File: config.mk
export PLATFORM = sky130hd
export DESIGN_NAME = protection_fault_sequencer
export DESIGN_NICKNAME = d
export VERILOG_FILES = /design/src/shared/prot_seq_pkg.sv /design/src/core/protection_fault_sequencer.sv
export SDC_FILE = /design/constraint.sdc
export NUM_CORES = 1
export LEC_CHECK = 0
export ABC_CLOCK_PERIOD_IN_PS = 3500
export BUFFER_PORTS_ARGS = -buffer_cell sky130_fd_sc_hd__clkbuf_2
export CORE_MARGIN = 3
export CORE_UTILIZATION = 51
export CTS_BUF_LIST = sky130_fd_sc_hd__clkbuf_16
export CTS_CLUSTER_SIZE = 25
export DETAILED_ROUTE_END_ITERATION = 12
export PLACE_DENSITY_LB_ADDON = 0.12
export SLEW_MARGIN = 20
export SYNTH_ARGS = -nofsm -noshare
export SYNTH_HDL_FRONTEND = slang
export SYNTH_SLANG_ARGS = --single-unit
File: constraint.sdc
create_clock -name mclk -period 3.5 [get_ports mclk]
set_input_delay 0.7 -clock mclk [delete_from_list [all_inputs] [get_ports mclk]]
set_output_delay 0.7 -clock mclk [all_outputs]
set_load 0.05 [all_outputs]
File: src/shared/prot_seq_pkg.sv
// Constants for the protection fault sequencer.
// Assumes a 100 MHz system clock and a classic Wishbone register port.
package prot_seq_pkg;
    localparam int CLK_MHZ = 100;
    // Timing figures in their own units, then cycle counts.
    localparam int BLANK_US = 180;
    localparam int BLANK_CYC = BLANK_US * CLK_MHZ;
    localparam int HICCUP_MS = 64;
    localparam int HICCUP_CYC = HICCUP_MS * 1000 * CLK_MHZ;
    localparam int DEGLITCH_US = 10;
    localparam int DEGLITCH_CYC = DEGLITCH_US * CLK_MHZ;
    localparam logic [3:0] FAULT_LIMIT = 4'hF;
    // Synchroniser reset: the enable pin (top bit) idles high.
    localparam logic [10:0] PIN_RST = 11'h400;
    // Register byte offsets.
    localparam logic [3:0] OFF_STATUS = 4'h0;
    localparam logic [3:0] OFF_CLEAR = 4'h4;
    localparam logic [3:0] OFF_ENABLE = 4'h8;
    localparam logic [3:0] OFF_STATE = 4'hC;
    // Event bit positions in status, clear and enable.
    localparam int EV_SUPPLY = 0;
    localparam int EV_CELL = 1;
    localparam int EV_OCP = 2;
    localparam int EV_HEAT = 3;
    localparam int EV_THERM = 4;
    localparam int EV_LOCK = 5;
    localparam int EV_W = 6;
    localparam logic [5:0] IRQ_EN_RST = 6'h00;
    // State register fields.
    localparam int ST_SWITCH = 0;
    localparam int ST_ALARM = 1;
    localparam int ST_OCP_CNT = 8;
    localparam int ST_CELL_CNT = 12;
    typedef enum logic [3:0] {
        OC_RUN   = 4'h1,
        OC_BLANK = 4'h2,
        OC_OFF   = 4'h4,
        OC_LOCK  = 4'h8
    } oc_state_t;
endpackage : prot_seq_pkg

File: src/core/protection_fault_sequencer.sv
// Protection fault sequencer: pass switch control, hiccup timing,
// lockout counters, alarm pin and Wishbone status registers.
// Assumes comparator flags arrive asynchronously on pins.
// What this block does
// - Supply overvoltage opens switch, pulls alarm low.
// - Below release level, deglitch then reclose switch.
// - Overcurrent within 180us blanking is tolerated.
// - Overcurrent lasting 180us: off 64ms, alarm.
// - After 64ms, reclose and restart monitoring.
// - Fifteen overcurrent faults lock switch off.
// - Overcurrent count clears on power or enable.
// - Cell overvoltage opens switch, alarm low.
// - Cell below recovery level recloses switch.
// - Fifteen cell faults lock switch off.
// - Overheat opens switch; cooling below recloses.
// - Thermistor compared against two supply fractions.
// - Grounded thermistor disables window check.
// - Alarm open-drain, released when safe or disabled.
// - Enabled alarm pulls low on any fault.
`timescale 1ns/1ps
module protection_fault_sequencer (
    // Clock and reset
    input  wire logic        mclk,
    input  wire logic        rstn,
    // Comparator flags from the analog front end
    input  wire logic        supplyOverRise,
    input  wire logic        supplyOverFall,
    input  wire logic        cellOverRise,
    input  wire logic        cellOverFall,
    input  wire logic        overcurrentTrip,
    input  wire logic        heatOverRise,
    input  wire logic        heatOverFall,
    input  wire logic        thermAboveCold,
    input  wire logic        thermBelowHot,
    input  wire logic        thermGrounded,
    // Host enable, active low
    input  wire logic        enableN,
    // Pass switch and open-drain alarm
    output logic             switchOn,
    output logic             currentLimit,
    output logic             alarmOut,
    output logic             alarmOe,
    // Wishbone slave
    input  wire logic        wbCyc,
    input  wire logic        wbStb,
    input  wire logic        wbWe,
    input  wire logic [3:0]  wbAdr,
    input  wire logic [3:0]  wbSel,
    input  wire logic [31:0] wbDatI,
    output logic [31:0]      wbDatO,
    output logic             wbAck,
    // Interrupt
    output logic             irq
);
    localparam int NPIN = 11;

    logic            rstA_reg;
    logic            rstB_reg;
    logic            rstSyncN;
    logic [NPIN-1:0] pinRaw;
    logic [NPIN-1:0] s1_reg;
    logic [NPIN-1:0] s2_reg;
    logic [NPIN-1:0] s3_reg;
    logic [NPIN-1:0] pin_reg;
    logic [NPIN-1:0] pin_next;

    // Reset release passes two flops so that no register sees rstn rise
    // close to a clock edge.
    always_ff @(posedge mclk or negedge rstn) begin
        if (!rstn) begin
            rstA_reg <= 1'b0;
            rstB_reg <= 1'b0;
        end else begin
            rstA_reg <= 1'b1;
            rstB_reg <= rstA_reg;
        end
    end
    // Every register below resets on this copy. Assertion still acts at
    // once, and release lands on one edge for the whole block.
    assign rstSyncN = rstB_reg;

    // Pins pass three flops; a change counts once stages two and three agree.
    // Bit order: enable on top, supply flags at the bottom.
    assign pinRaw = {enableN, thermGrounded, thermBelowHot, thermAboveCold,
                     heatOverFall, heatOverRise, overcurrentTrip,
                     cellOverFall, cellOverRise, supplyOverFall,
                     supplyOverRise};
    wire [NPIN-1:0] pinAgree = ~(s2_reg ^ s3_reg);
    assign pin_next = pinAgree & s3_reg
                    | ~pinAgree & pin_reg;

    // The enable pin resets to its disabled level. Were it to reset low,
    // the switch would close for a few cycles while the chain fills, with
    // the host still holding the part off.
    always_ff @(posedge mclk or negedge rstSyncN) begin
        if (!rstSyncN) begin
            s1_reg  <= prot_seq_pkg::PIN_RST;
            s2_reg  <= prot_seq_pkg::PIN_RST;
            s3_reg  <= prot_seq_pkg::PIN_RST;
            pin_reg <= prot_seq_pkg::PIN_RST;
        end else begin
            s1_reg  <= pinRaw;
            s2_reg  <= s1_reg;
            s3_reg  <= s2_reg;
            pin_reg <= pin_next;
        end
    end

    // Filtered comparator levels, one name per flag; disabled is high while
    // the host holds the enable pin at its off level.
    wire supOvr   = pin_reg[0];
    wire supFall  = pin_reg[1];
    wire cellOvr  = pin_reg[2];
    wire cellFall = pin_reg[3];
    wire ocTrip   = pin_reg[4];
    wire heatOvr  = pin_reg[5];
    wire heatFall = pin_reg[6];
    wire aboveCld = pin_reg[7];
    wire belowHot = pin_reg[8];
    wire thermGnd = pin_reg[9];
    wire disabled = pin_reg[10];

    // Power-on reset and this are the only ways out of a lockout.
    // Enable toggle: a disabled period clears counters and latches.
    wire clearAll = disabled;

    // Supply overvoltage with deglitched recovery.
    // The deglitch count restarts whenever the input climbs back above the
    // release level, so a ringing supply cannot close the switch early.
    logic        supFault_reg;
    logic [15:0] degCnt_reg;
    wire         degDone = degCnt_reg ==
                           16'(prot_seq_pkg::DEGLITCH_CYC - 1);
    wire         supSet = !clearAll && supOvr && !supFault_reg;

    always_ff @(posedge mclk or negedge rstSyncN) begin
        if (!rstSyncN) begin
            supFault_reg <= 1'b0;
            degCnt_reg   <= 16'h0000;
        end else if (clearAll) begin
            supFault_reg <= 1'b0;
            degCnt_reg   <= 16'h0000;
        end else if (supOvr) begin
            supFault_reg <= 1'b1;
            degCnt_reg   <= 16'h0000;
        end else if (supFault_reg && supFall) begin
            degCnt_reg   <= 16'h0000;
        end else if (supFault_reg) begin
            degCnt_reg   <= degCnt_reg + 16'h0001;
            if (degDone) begin
                supFault_reg <= 1'b0;
            end
        end
    end

    // Cell overvoltage hysteresis and lockout count.
    // The count saturates at the limit. Lockout keeps the switch open even
    // after the cell level itself has recovered.
    logic       cellFault_reg;
    logic [3:0] cellCnt_reg;
    wire        cellSet = !clearAll && cellOvr && !cellFault_reg;
    wire        cellLock = cellCnt_reg == prot_seq_pkg::FAULT_LIMIT;

    always_ff @(posedge mclk or negedge rstSyncN) begin
        if (!rstSyncN) begin
            cellFault_reg <= 1'b0;
            cellCnt_reg   <= 4'h0;
        end else if (clearAll) begin
            cellFault_reg <= 1'b0;
            cellCnt_reg   <= 4'h0;
        end else if (cellSet) begin
            cellFault_reg <= 1'b1;
            if (!cellLock) begin
                cellCnt_reg <= cellCnt_reg + 4'h1;
            end
        end else if (cellFault_reg && !cellFall && !cellOvr) begin
            cellFault_reg <= 1'b0;
        end
    end

    // Junction overheat hysteresis.
    // The rising flag sets the fault; the switch may close again only once
    // the falling flag has dropped as well.
    logic heatFault_reg;
    wire  heatSet = !clearAll && heatOvr && !heatFault_reg;

    always_ff @(posedge mclk or negedge rstSyncN) begin
        if (!rstSyncN) begin
            heatFault_reg <= 1'b0;
        end else if (clearAll) begin
            heatFault_reg <= 1'b0;
        end else if (heatOvr) begin
            heatFault_reg <= 1'b1;
        end else if (!heatFall) begin
            heatFault_reg <= 1'b0;
        end
    end

    // Thermistor window: fault outside band unless pin grounded.
    // The window is not latched: the switch follows it directly, and the
    // edge detector below only feeds the status register.
    wire thermFault = !thermGnd && (aboveCld || belowHot);
    logic thermPrev_reg;

    always_ff @(posedge mclk or negedge rstSyncN) begin
        if (!rstSyncN) begin
            thermPrev_reg <= 1'b0;
        end else begin
            thermPrev_reg <= thermFault;
        end
    end
    wire thermSet = !clearAll && thermFault && !thermPrev_reg;

    // Overcurrent blanking, hiccup and lockout.
    // One timer serves both the blanking window and the hiccup off time. It
    // restarts on every change of state, so each phase counts from zero.
    prot_seq_pkg::oc_state_t ocState_reg;
    prot_seq_pkg::oc_state_t ocState_next;
    logic [22:0] ocTimer_reg;
    logic [3:0]  ocCnt_reg;
    wire         blankDone = ocTimer_reg ==
                             23'(prot_seq_pkg::BLANK_CYC - 1);
    wire         hiccupDone = ocTimer_reg ==
                              23'(prot_seq_pkg::HICCUP_CYC - 1);
    wire         ocLockNow = ocCnt_reg ==
                             prot_seq_pkg::FAULT_LIMIT - 4'h1;
    wire         ocSet = ocState_reg == prot_seq_pkg::OC_BLANK
                         && ocTrip && blankDone;
    wire         timerClr = ocState_next != ocState_reg;

    // Leaving blanking early returns to normal running; a trip that lasts
    // the whole window either starts a hiccup or, at the limit, locks out.
    always_comb begin
        case (ocState_reg)
            prot_seq_pkg::OC_RUN: begin
                ocState_next = ocTrip ? prot_seq_pkg::OC_BLANK
                                      : prot_seq_pkg::OC_RUN;
            end
            prot_seq_pkg::OC_BLANK: begin
                if (!ocTrip) begin
                    ocState_next = prot_seq_pkg::OC_RUN;
                end else if (blankDone) begin
                    ocState_next = ocLockNow ? prot_seq_pkg::OC_LOCK
                                             : prot_seq_pkg::OC_OFF;
                end else begin
                    ocState_next = prot_seq_pkg::OC_BLANK;
                end
            end
            prot_seq_pkg::OC_OFF: begin
                ocState_next = hiccupDone ? prot_seq_pkg::OC_RUN
                                          : prot_seq_pkg::OC_OFF;
            end
            prot_seq_pkg::OC_LOCK: begin
                ocState_next = prot_seq_pkg::OC_LOCK;
            end
            default: begin
                ocState_next = prot_seq_pkg::OC_RUN;
            end
        endcase
    end

    always_ff @(posedge mclk or negedge rstSyncN) begin
        if (!rstSyncN) begin
            ocState_reg <= prot_seq_pkg::OC_RUN;
            ocTimer_reg <= 23'h000000;
            ocCnt_reg   <= 4'h0;
        end else if (clearAll) begin
            ocState_reg <= prot_seq_pkg::OC_RUN;
            ocTimer_reg <= 23'h000000;
            ocCnt_reg   <= 4'h0;
        end else begin
            ocState_reg <= ocState_next;
            ocTimer_reg <= timerClr ? 23'h000000 : ocTimer_reg + 23'h000001;
            if (ocSet && ocCnt_reg != prot_seq_pkg::FAULT_LIMIT) begin
                ocCnt_reg <= ocCnt_reg + 4'h1;
            end
        end
    end

    // The switch is open for the whole hiccup and for good after lockout.
    // Lockout is reported once, on the fault that reaches the limit.
    wire ocOff = ocState_reg == prot_seq_pkg::OC_OFF
              || ocState_reg == prot_seq_pkg::OC_LOCK;
    wire lockSet = !clearAll && ocSet && ocLockNow
                || cellSet && cellCnt_reg == prot_seq_pkg::FAULT_LIMIT - 4'h1;

    // Switch and alarm drive.
    // Both outputs are flops fed from the same terms, so the switch and the
    // alarm change on one edge and never disagree. The alarm pin only ever
    // pulls low; its data is fixed and the enable carries the level.
    wire anyFault = supFault_reg || cellFault_reg || cellLock || ocOff
                 || heatFault_reg || thermFault;
    wire switchNext = !disabled && !anyFault;
    wire alarmNext  = !disabled && anyFault;

    always_ff @(posedge mclk or negedge rstSyncN) begin
        if (!rstSyncN) begin
            switchOn     <= 1'b0;
            currentLimit <= 1'b0;
            alarmOe      <= 1'b0;
        end else begin
            switchOn     <= switchNext;
            currentLimit <= ocState_reg == prot_seq_pkg::OC_BLANK;
            alarmOe      <= alarmNext;
        end
    end
    assign alarmOut = 1'b0;

    // Event status, enable and clear registers.
    // Each event is a one-cycle pulse, so a bit stays set after its cause
    // has gone until software writes a one to the same bit of clear.
    // The enable register only masks the interrupt, never the status.
    logic [prot_seq_pkg::EV_W-1:0] status_reg;
    logic [prot_seq_pkg::EV_W-1:0] irqEn_reg;
    logic [prot_seq_pkg::EV_W-1:0] evSet;
    logic [prot_seq_pkg::EV_W-1:0] evClr;
    assign evSet = {lockSet, thermSet, heatSet, ocSet, cellSet, supSet};

    // A request is taken while ack is low and answered one cycle later.
    // Writes land on the edge that sees ack high, the edge at which the
    // master completes, so a request held over ack cannot write twice.
    wire wbReq   = wbCyc && wbStb && !wbAck;
    wire wbWrite = wbCyc && wbStb && wbAck && wbWe && wbSel[0];
    wire selStat = wbAdr == prot_seq_pkg::OFF_STATUS;
    wire selClr  = wbAdr == prot_seq_pkg::OFF_CLEAR;
    wire selEn   = wbAdr == prot_seq_pkg::OFF_ENABLE;
    wire selSt   = wbAdr == prot_seq_pkg::OFF_STATE;
    assign evClr = (wbWrite && selClr) ? wbDatI[prot_seq_pkg::EV_W-1:0]
                                       : '0;

    // A set in the same cycle as its clear wins.
    always_ff @(posedge mclk or negedge rstSyncN) begin
        if (!rstSyncN) begin
            status_reg <= '0;
            irqEn_reg  <= prot_seq_pkg::IRQ_EN_RST;
        end else begin
            status_reg <= (status_reg & ~evClr) | evSet;
            if (wbWrite && selEn) begin
                irqEn_reg <= wbDatI[prot_seq_pkg::EV_W-1:0];
            end
        end
    end
    // The interrupt is a level that follows the masked status directly.
    assign irq = |(status_reg & irqEn_reg);

    // The state word gathers the live outputs and both fault counters so
    // that software can poll the lockout progress.
    logic [31:0] stateWord;
    always_comb begin
        stateWord = 32'h00000000;
        stateWord[prot_seq_pkg::ST_SWITCH] = switchOn;
        stateWord[prot_seq_pkg::ST_ALARM] = alarmOe;
        stateWord[prot_seq_pkg::ST_OCP_CNT +: 4] = ocCnt_reg;
        stateWord[prot_seq_pkg::ST_CELL_CNT +: 4] = cellCnt_reg;
    end

    // Unmapped offsets and the write-only clear register read as zero.
    wire [31:0] rdMux = selStat ? {26'h0, status_reg}
                      : selEn   ? {26'h0, irqEn_reg}
                      : selSt   ? stateWord
                      : 32'h00000000;

    // Read data is registered with the acknowledge and is zero outside a
    // read, so the bus never shows a stale word.
    always_ff @(posedge mclk or negedge rstSyncN) begin
        if (!rstSyncN) begin
            wbAck  <= 1'b0;
            wbDatO <= 32'h00000000;
        end else begin
            wbAck  <= wbReq;
            wbDatO <= (wbReq && !wbWe) ? rdMux : 32'h00000000;
        end
    end
endmodule : protection_fault_sequencer

# Word level (Yosys, flattened, before mapping)

Index checks and enable logic that the tools add are counted.

Logic and storage cells: 142
Register bits after elaboration: 133
Output and inout bits: 38
Bits of input ports: 56

Muxes and demuxes: 34
$add $sub $neg: 4
Equality and inequality tests: 18
Reduce and logical (&&, ||, !) cells: 54
Bitwise logic cells: 10

Operator list:

| cell                                                              | count |
|---|---|
| 16-bit 2-to-1 mux                                                 | 8 |
| 23-bit 2-to-1 mux                                                 | 2 |
| 4-bit 2-to-1 mux                                                  | 9 |
| 1-bit logical AND                                                 | 28 |
| 4-bit == test, second input constant                              | 6 |
| 23-bit by 1-bit adder with 23-bit output, second input constant   | 1 |
| 23-bit by 15-bit == test with 1-bit output, second input constant | 1 |
| 23-bit == test, second input constant                             | 1 |
| 11-bit AND                                                        | 2 |
| 11-bit inverter                                                   | 2 |
| 16-bit by 1-bit adder with 16-bit output, second input constant   | 1 |
| 16-bit by 10-bit == test with 1-bit output, second input constant | 1 |
| 4-bit case mux with 4 select lines                                | 1 |
| 6-bit AND                                                         | 2 |
| 1-bit logical NOT                                                 | 11 |
| 1-bit 2-to-1 mux                                                  | 11 |
| 11-bit OR                                                         | 1 |
| 11-bit XOR                                                        | 1 |
| 4-bit by 1-bit adder with 4-bit output, second input constant     | 2 |
| 4-bit by 3-bit == test with 1-bit output, second input constant   | 2 |
| 1-bit logical OR                                                  | 8 |
| 6-bit 2-to-1 mux                                                  | 1 |
| 6-bit inverter                                                    | 1 |
| 6-bit OR                                                          | 1 |
| other kinds (15)                                                  | 16 |

# Longest topological paths before layout

Depth after elaboration: 9
Gate-level depth with buffers: 7
Depth with buffers taken out: 6

# Worst setup path before layout

OpenSTA, ideal clock, no wires.

Path type: input -> register
Start point: input wbAdr[3]
End point: register status_reg[5] in the netlist's numbering
Cell stages on the path: 6
Setup slack: 1.236 ns
Path buffers: 1
Arrival: 2.129 ns
Data required time: 3.365 ns
Library setup time: 0.135 ns
Cells stage by stage: clkbuf_1 -> or4b_2 -> nor3_2 -> a21boi_0 -> a41oi_1 -> o21ai_0

Cells in the longest elaborated chain, start to end: 6

Ends and longest elaborated chain:

| what                                     | RTL line                          | RTL |
|---|---|---|
| start, declared                          | protection_fault_sequencer.sv:47  | `input wire logic [3:0] wbAdr,` |
| 4-bit by 3-bit == test with 1-bit output | protection_fault_sequencer.sv:325 | `wire selClr = wbAdr == prot_seq_pkg::OFF_CLEAR;` |
| 1-bit logical AND                        | protection_fault_sequencer.sv:328 | `assign evClr = (wbWrite && selClr) ? wbDatI[prot_seq_pkg::EV_W-1:0]` |
| 6-bit 2-to-1 mux                         | protection_fault_sequencer.sv:328 |  |
| 6-bit inverter                           | protection_fault_sequencer.sv:337 | `status_reg <= (status_reg & ~evClr) \| evSet;` |
| 6-bit AND                                | protection_fault_sequencer.sv:337 |  |
| 6-bit OR                                 | protection_fault_sequencer.sv:337 |  |
| end signal, assigned                     | protection_fault_sequencer.sv:337 |  |
| end, declared                            | protection_fault_sequencer.sv:313 | `logic [prot_seq_pkg::EV_W-1:0] status_reg;` |

Every way passes these cells.
A chain may end at the register's enable or synchronous reset.

# Worst setup path in the final report

Start point: register ocTimer_reg[0]
End point: register ocTimer_reg[2]

Cells in the longest elaborated chain, start to end: 7
Elaborated cells between the ends (all ways): 10
Classes of those cells: add/sub: 1; eq/ne: 3; mux: 6

Ends and longest elaborated chain:

| what                                       | RTL line                          | RTL |
|---|---|---|
| start, declared                            | protection_fault_sequencer.sv:219 | `logic [22:0] ocTimer_reg;` |
| start signal, assigned                     | protection_fault_sequencer.sv:273 | `ocTimer_reg <= timerClr ? 23'h000000 : ocTimer_reg + 23'h000001;` |
| 23-bit by 15-bit == test with 1-bit output | protection_fault_sequencer.sv:221 | `wire blankDone = ocTimer_reg ==` |
| 4-bit 2-to-1 mux                           | protection_fault_sequencer.sv:242 | `end else if (blankDone) begin` |
| 4-bit 2-to-1 mux                           | protection_fault_sequencer.sv:240 | `if (!ocTrip) begin` |
| 4-bit case mux with 4 select lines         | protection_fault_sequencer.sv:234 | `case (ocState_reg)` |
| 4-bit inequality test                      | protection_fault_sequencer.sv:229 | `wire timerClr = ocState_next != ocState_reg;` |
| 23-bit 2-to-1 mux (*)                      | protection_fault_sequencer.sv:273 |  |
| 23-bit 2-to-1 mux (*)                      | protection_fault_sequencer.sv:267 | `end else if (clearAll) begin` |

Mark *: on every way between the ends. The rest lies on a longest branch, timed or not.

==> flow_metrics.py <==
metrics = {
    "outcome": {
        "outcome": "complete, no violations",
    },
    "global_route": {
        "grt_overflow": 0,
        "grt_pass1_vias": 3622,
        "grtUsageTotal_pct": 17.3,
        "grt_pass1_wl_um": 17200,
        "antenna_found_initial": 0,
        "grt_max_degree": 67,
    },
    "floorplanning": {
        "core-area_sq_um": 10500,
        "initial_core_util_pct": 53.6,
        "die_h_um": 111,
        "die_w_um": 111,
        "rows": 37,
        "die-area_sq_um": 12300,
        "pin_count": 94,
    },
    "sta": {
        "rsz0062_at_grt": "false",
        "setup-tns-final_ns": 0,
        "setup_violations": 0,
        "drv_slew": 0,
        "hold_ws_ns": 0.0572,
        "fin_skew_ns": 0.0108,
        "worst_pin_slew_ns": 0.886,
        "relSlewSlack_pct": 40.4,
        "post-route-min-period_ns": 2.40,
        "fmaxAchievable_ghz": 0.417,
        "fin_crit_sh_pct": 68.5,
        "hold_viol": 0,
    },
    "drt": {
        "highest_layer": "met4",
        "route.detailed.drc": 0,
        "wl_met2_um": 4390,
        "dr.pass1.iters": 4,
        "routedWlPerCell_um": 14.2,
        "first_iter_violations": 173,
        "wl_met1_um": 4600,
        "wl_met3_um": 456,
        "viasPerCell": 5.28,
        "drtAntennaViolNets": 0,
        "routed-via-count": 3580,
        "wl_um": 9650,
    },
    "pwr": {
        "p_sw_mw": 0.862,
        "p_per_area_nw_per_um2": 548,
        "swShare_pct": 24.4,
        "vdd_drop_max_mv": 0.486,
        "power.internal_mw": 2.67,
        "seq_power_share_pct": 46.5,
        "clockPowerShare_pct": 45.3,
        "p_comb_share_pct": 8.3,
        "p_leak_nw": 2.81,
    },
    "worst_setup_path": {
        "crit_type": "flop to flop",
        "crit_slowest_cell": "nor4_1",
        "reg2regPathDepth": 7,
        "startpoint": "ocTimer_reg[0]$_DFF_PN0_",
        "slowest_delay_ns": 0.54,
        "rr_startpoint": "ocTimer_reg[0]$_DFF_PN0_",
        "end_kind": "flop",
        "reg2reg_slack_ns": 1.10,
        "worstSetupEndpoint": "ocTimer_reg[2]$_DFF_PN0_",
        "arrival_ns": 2.67,
        "cp-start-kind": "flop",
        "regToRegEndpoint": "ocTimer_reg[2]$_DFF_PN0_",
        "critPathMaxFanout": 23,
        "cp_cell_sequence": "ha_1 -> nand3_1 -> nor4_1 -> a31oi_1 -> o21ai_2 -> buf_4 -> nor3_1",
        "crit_required_ns": 3.77,
    },
    "place": {
        "gp_congestion": 0.825,
        "dp_hpwl_um": 6530,
        "placed_cells": 647,
        "port_buffers": 45,
    },
    "yosys": {
        "synth_area_sq_um": 5630,
        "synth.yosys.warnings": 0,
        "synth-edff-count": 0,
        "ys_seq_area_share_pct": 58.3,
        "synthFlopType": "dfrtp_1",
        "async_reset_ff_share_pct": 100,
        "netlist_instances": 477,
        "syn_avg_cell_area_sq_um": 11.8,
        "ys_ff_latch": 131,
        "synthDistinctLibCells": 58,
    },
    "final_layout": {
        "fin_cells": 678,
        "n_antenna_cell": 0,
        "final_cell_mix": "dfrtp_1 (125), clkbuf_2 (45), nor2_1 (42)",
        "area_growth_pct": 14.6,
        "fin_nets": 592,
        "drive_gt1_share_pct": 21.6,
        "largest_reg_flops": 23,
        "layout_commonest_cell": "dfrtp_1",
    },
    "clock_tree": {
        "h-tree-depth": 4,
        "post_cts_buffers": 0,
        "clockBufferDepth": 2,
        "worstSkewPairLatency_ns": 0.42,
        "cts_tree": "built",
        "postCtsHoldBufs": 0,
        "post_cts_resized": 0,
        "cts_root_buffer": "clkbuf_16",
        "cts-buffers-inserted": 17,
        "clock-sinks": 131,
        "cts.clk_slew.worst_paths_ns": 0.05,
    },
    "hold_path": {
        "hold_path.class": "input pin to asynchronous set/reset pin",
    },
    "flow_run": {
        "max-cap-violations": 0,
    },
}
==> metrics by stage <==
stage / setup WS (ns) / instance area (sq um) / total power, mW / utilization, %
after floorplan: 1.24 / 5700 / 1.92 / -
after global placement: 1.04 / 5920 / 1.96 / 56.3
after detailed placement: 1.01 / 5920 / 1.97 / 56.3
after CTS: 1.10 / 6450 / 3.58 / 61.4
after global routing: 0.805 / 6450 / 3.69 / 61.4
final: 1.10 / 6450 / 3.54 / 61.4
==> worst max-delay path, delay by kind of cell (launching register included) <==
family	cells	cell delay, ns
and+or+nand+nor	3	0.91
DFF	1	0.40
AOI/OAI and AO/OA	2	0.37
buffers and inverters	1	0.36
adders and majority gates	1	0.20
==> power by group through the flow <==
stage	Clock, mW	Combinational, mW	Sequential (mW)
5_1_grt	1.71	0.324	1.66
2_1_floorplan	0	0.245	1.68
4_1_cts	1.64	0.296	1.65
3_5_place_dp	0	0.295	1.67
3_3_place_gp	0	0.289	1.67
6_report	1.60	0.292	1.64
==> cells by family (layout without fill, tap and decap cells) <==
family / Yosys count / in the layout / synth area share [%]
other: 2 / 20 / 0.133
multiplexers: 6 / 6 / 1.20
AND/OR/NAND/NOR: 195 / 195 / 20.8
adder cells (fa/ha/maj): 17 / 17 / 3.29
XOR/XNOR: 39 / 39 / 6.06
AO/OA/AOI/OAI: 46 / 46 / 5.75
buffers and inverters: 41 / 88 / 4.42
flip-flops: 131 / 131 / 58.3
==> worst min-delay path by stage <==
stage / end / slack [ns]
after floorplan: rstB_reg$_DFF_PN0_ / 0.33
after global placement: s2_reg[7]$_DFF_PN0_ / 0.33
after detailed placement: s2_reg[4]$_DFF_PN0_ / 0.33
after CTS: rstB_reg$_DFF_PN0_ / 0.04
after global routing: rstB_reg$_DFF_PN0_ / 0.04
final: rstB_reg$_DFF_PN0_ / 0.06
==> synth_stat cells (2+ instances only) <==
library cell | count | area, sq um
nor4_1 | 8 | 50.1
nor2_1 | 42 | 158
xnor2_1 | 20 | 175
and4_1 | 3 | 26.3
a22o_1 | 2 | 17.5
nand2b_1 | 4 | 25.0
o21ai_0 | 6 | 30.0
nand3_1 | 22 | 110
buf_4 | 21 | 158
nor4b_1 | 5 | 43.8
a21oi_1 | 11 | 55.1
dfstp_2 | 5 | 131
a21o_1 | 3 | 22.5
or4_1 | 2 | 15.0
nand2_1 | 25 | 93.8
a41oi_1 | 2 | 17.5
buf_6 | 2 | 22.5
a211oi_1 | 3 | 22.5
inv_1 | 9 | 33.8
nand4_1 | 13 | 81.3
xor2_1 | 19 | 166
nor3_2 | 21 | 210
a31oi_1 | 4 | 25.0
conb_1 | 2 | 7.51
or3_1 | 3 | 18.8
or4b_1 | 2 | 20.0
and3_1 | 6 | 37.5
nor2b_1 | 2 | 12.5
ha_1 | 6 | 75.1
and2_1 | 5 | 31.3
nor3_1 | 19 | 95.1
a22oi_1 | 7 | 52.6
maj3_1 | 11 | 110
clkbuf_1 | 8 | 30.0
dfrtp_1 | 126 | 3150
mux2_2 | 6 | 67.6
==> layout make-up <==
cell class	instances	area, sq um
Tap cell	136	170
Timing Repair Buffer	48	260
Sequential cell	131	3290
Clock buffer	17	425
Inverter	9	33.8
Clock inverter	14	109
Multi-Input combinational cell	323	2170
Fill cell	830	4060
==> routing by layer <==
| layer | up-vias | global-route usage (%) |
|---|---|---|
| met4 | 0 | 7.87 |
| met5 | - | 0 |
| met2 | 84 | 26.3 |
| li1 | 1747 | - |
| met1 | 1733 | 22.9 |
| met3 | 16 | 5.51 |
Power figures use the tool's default switching activity.
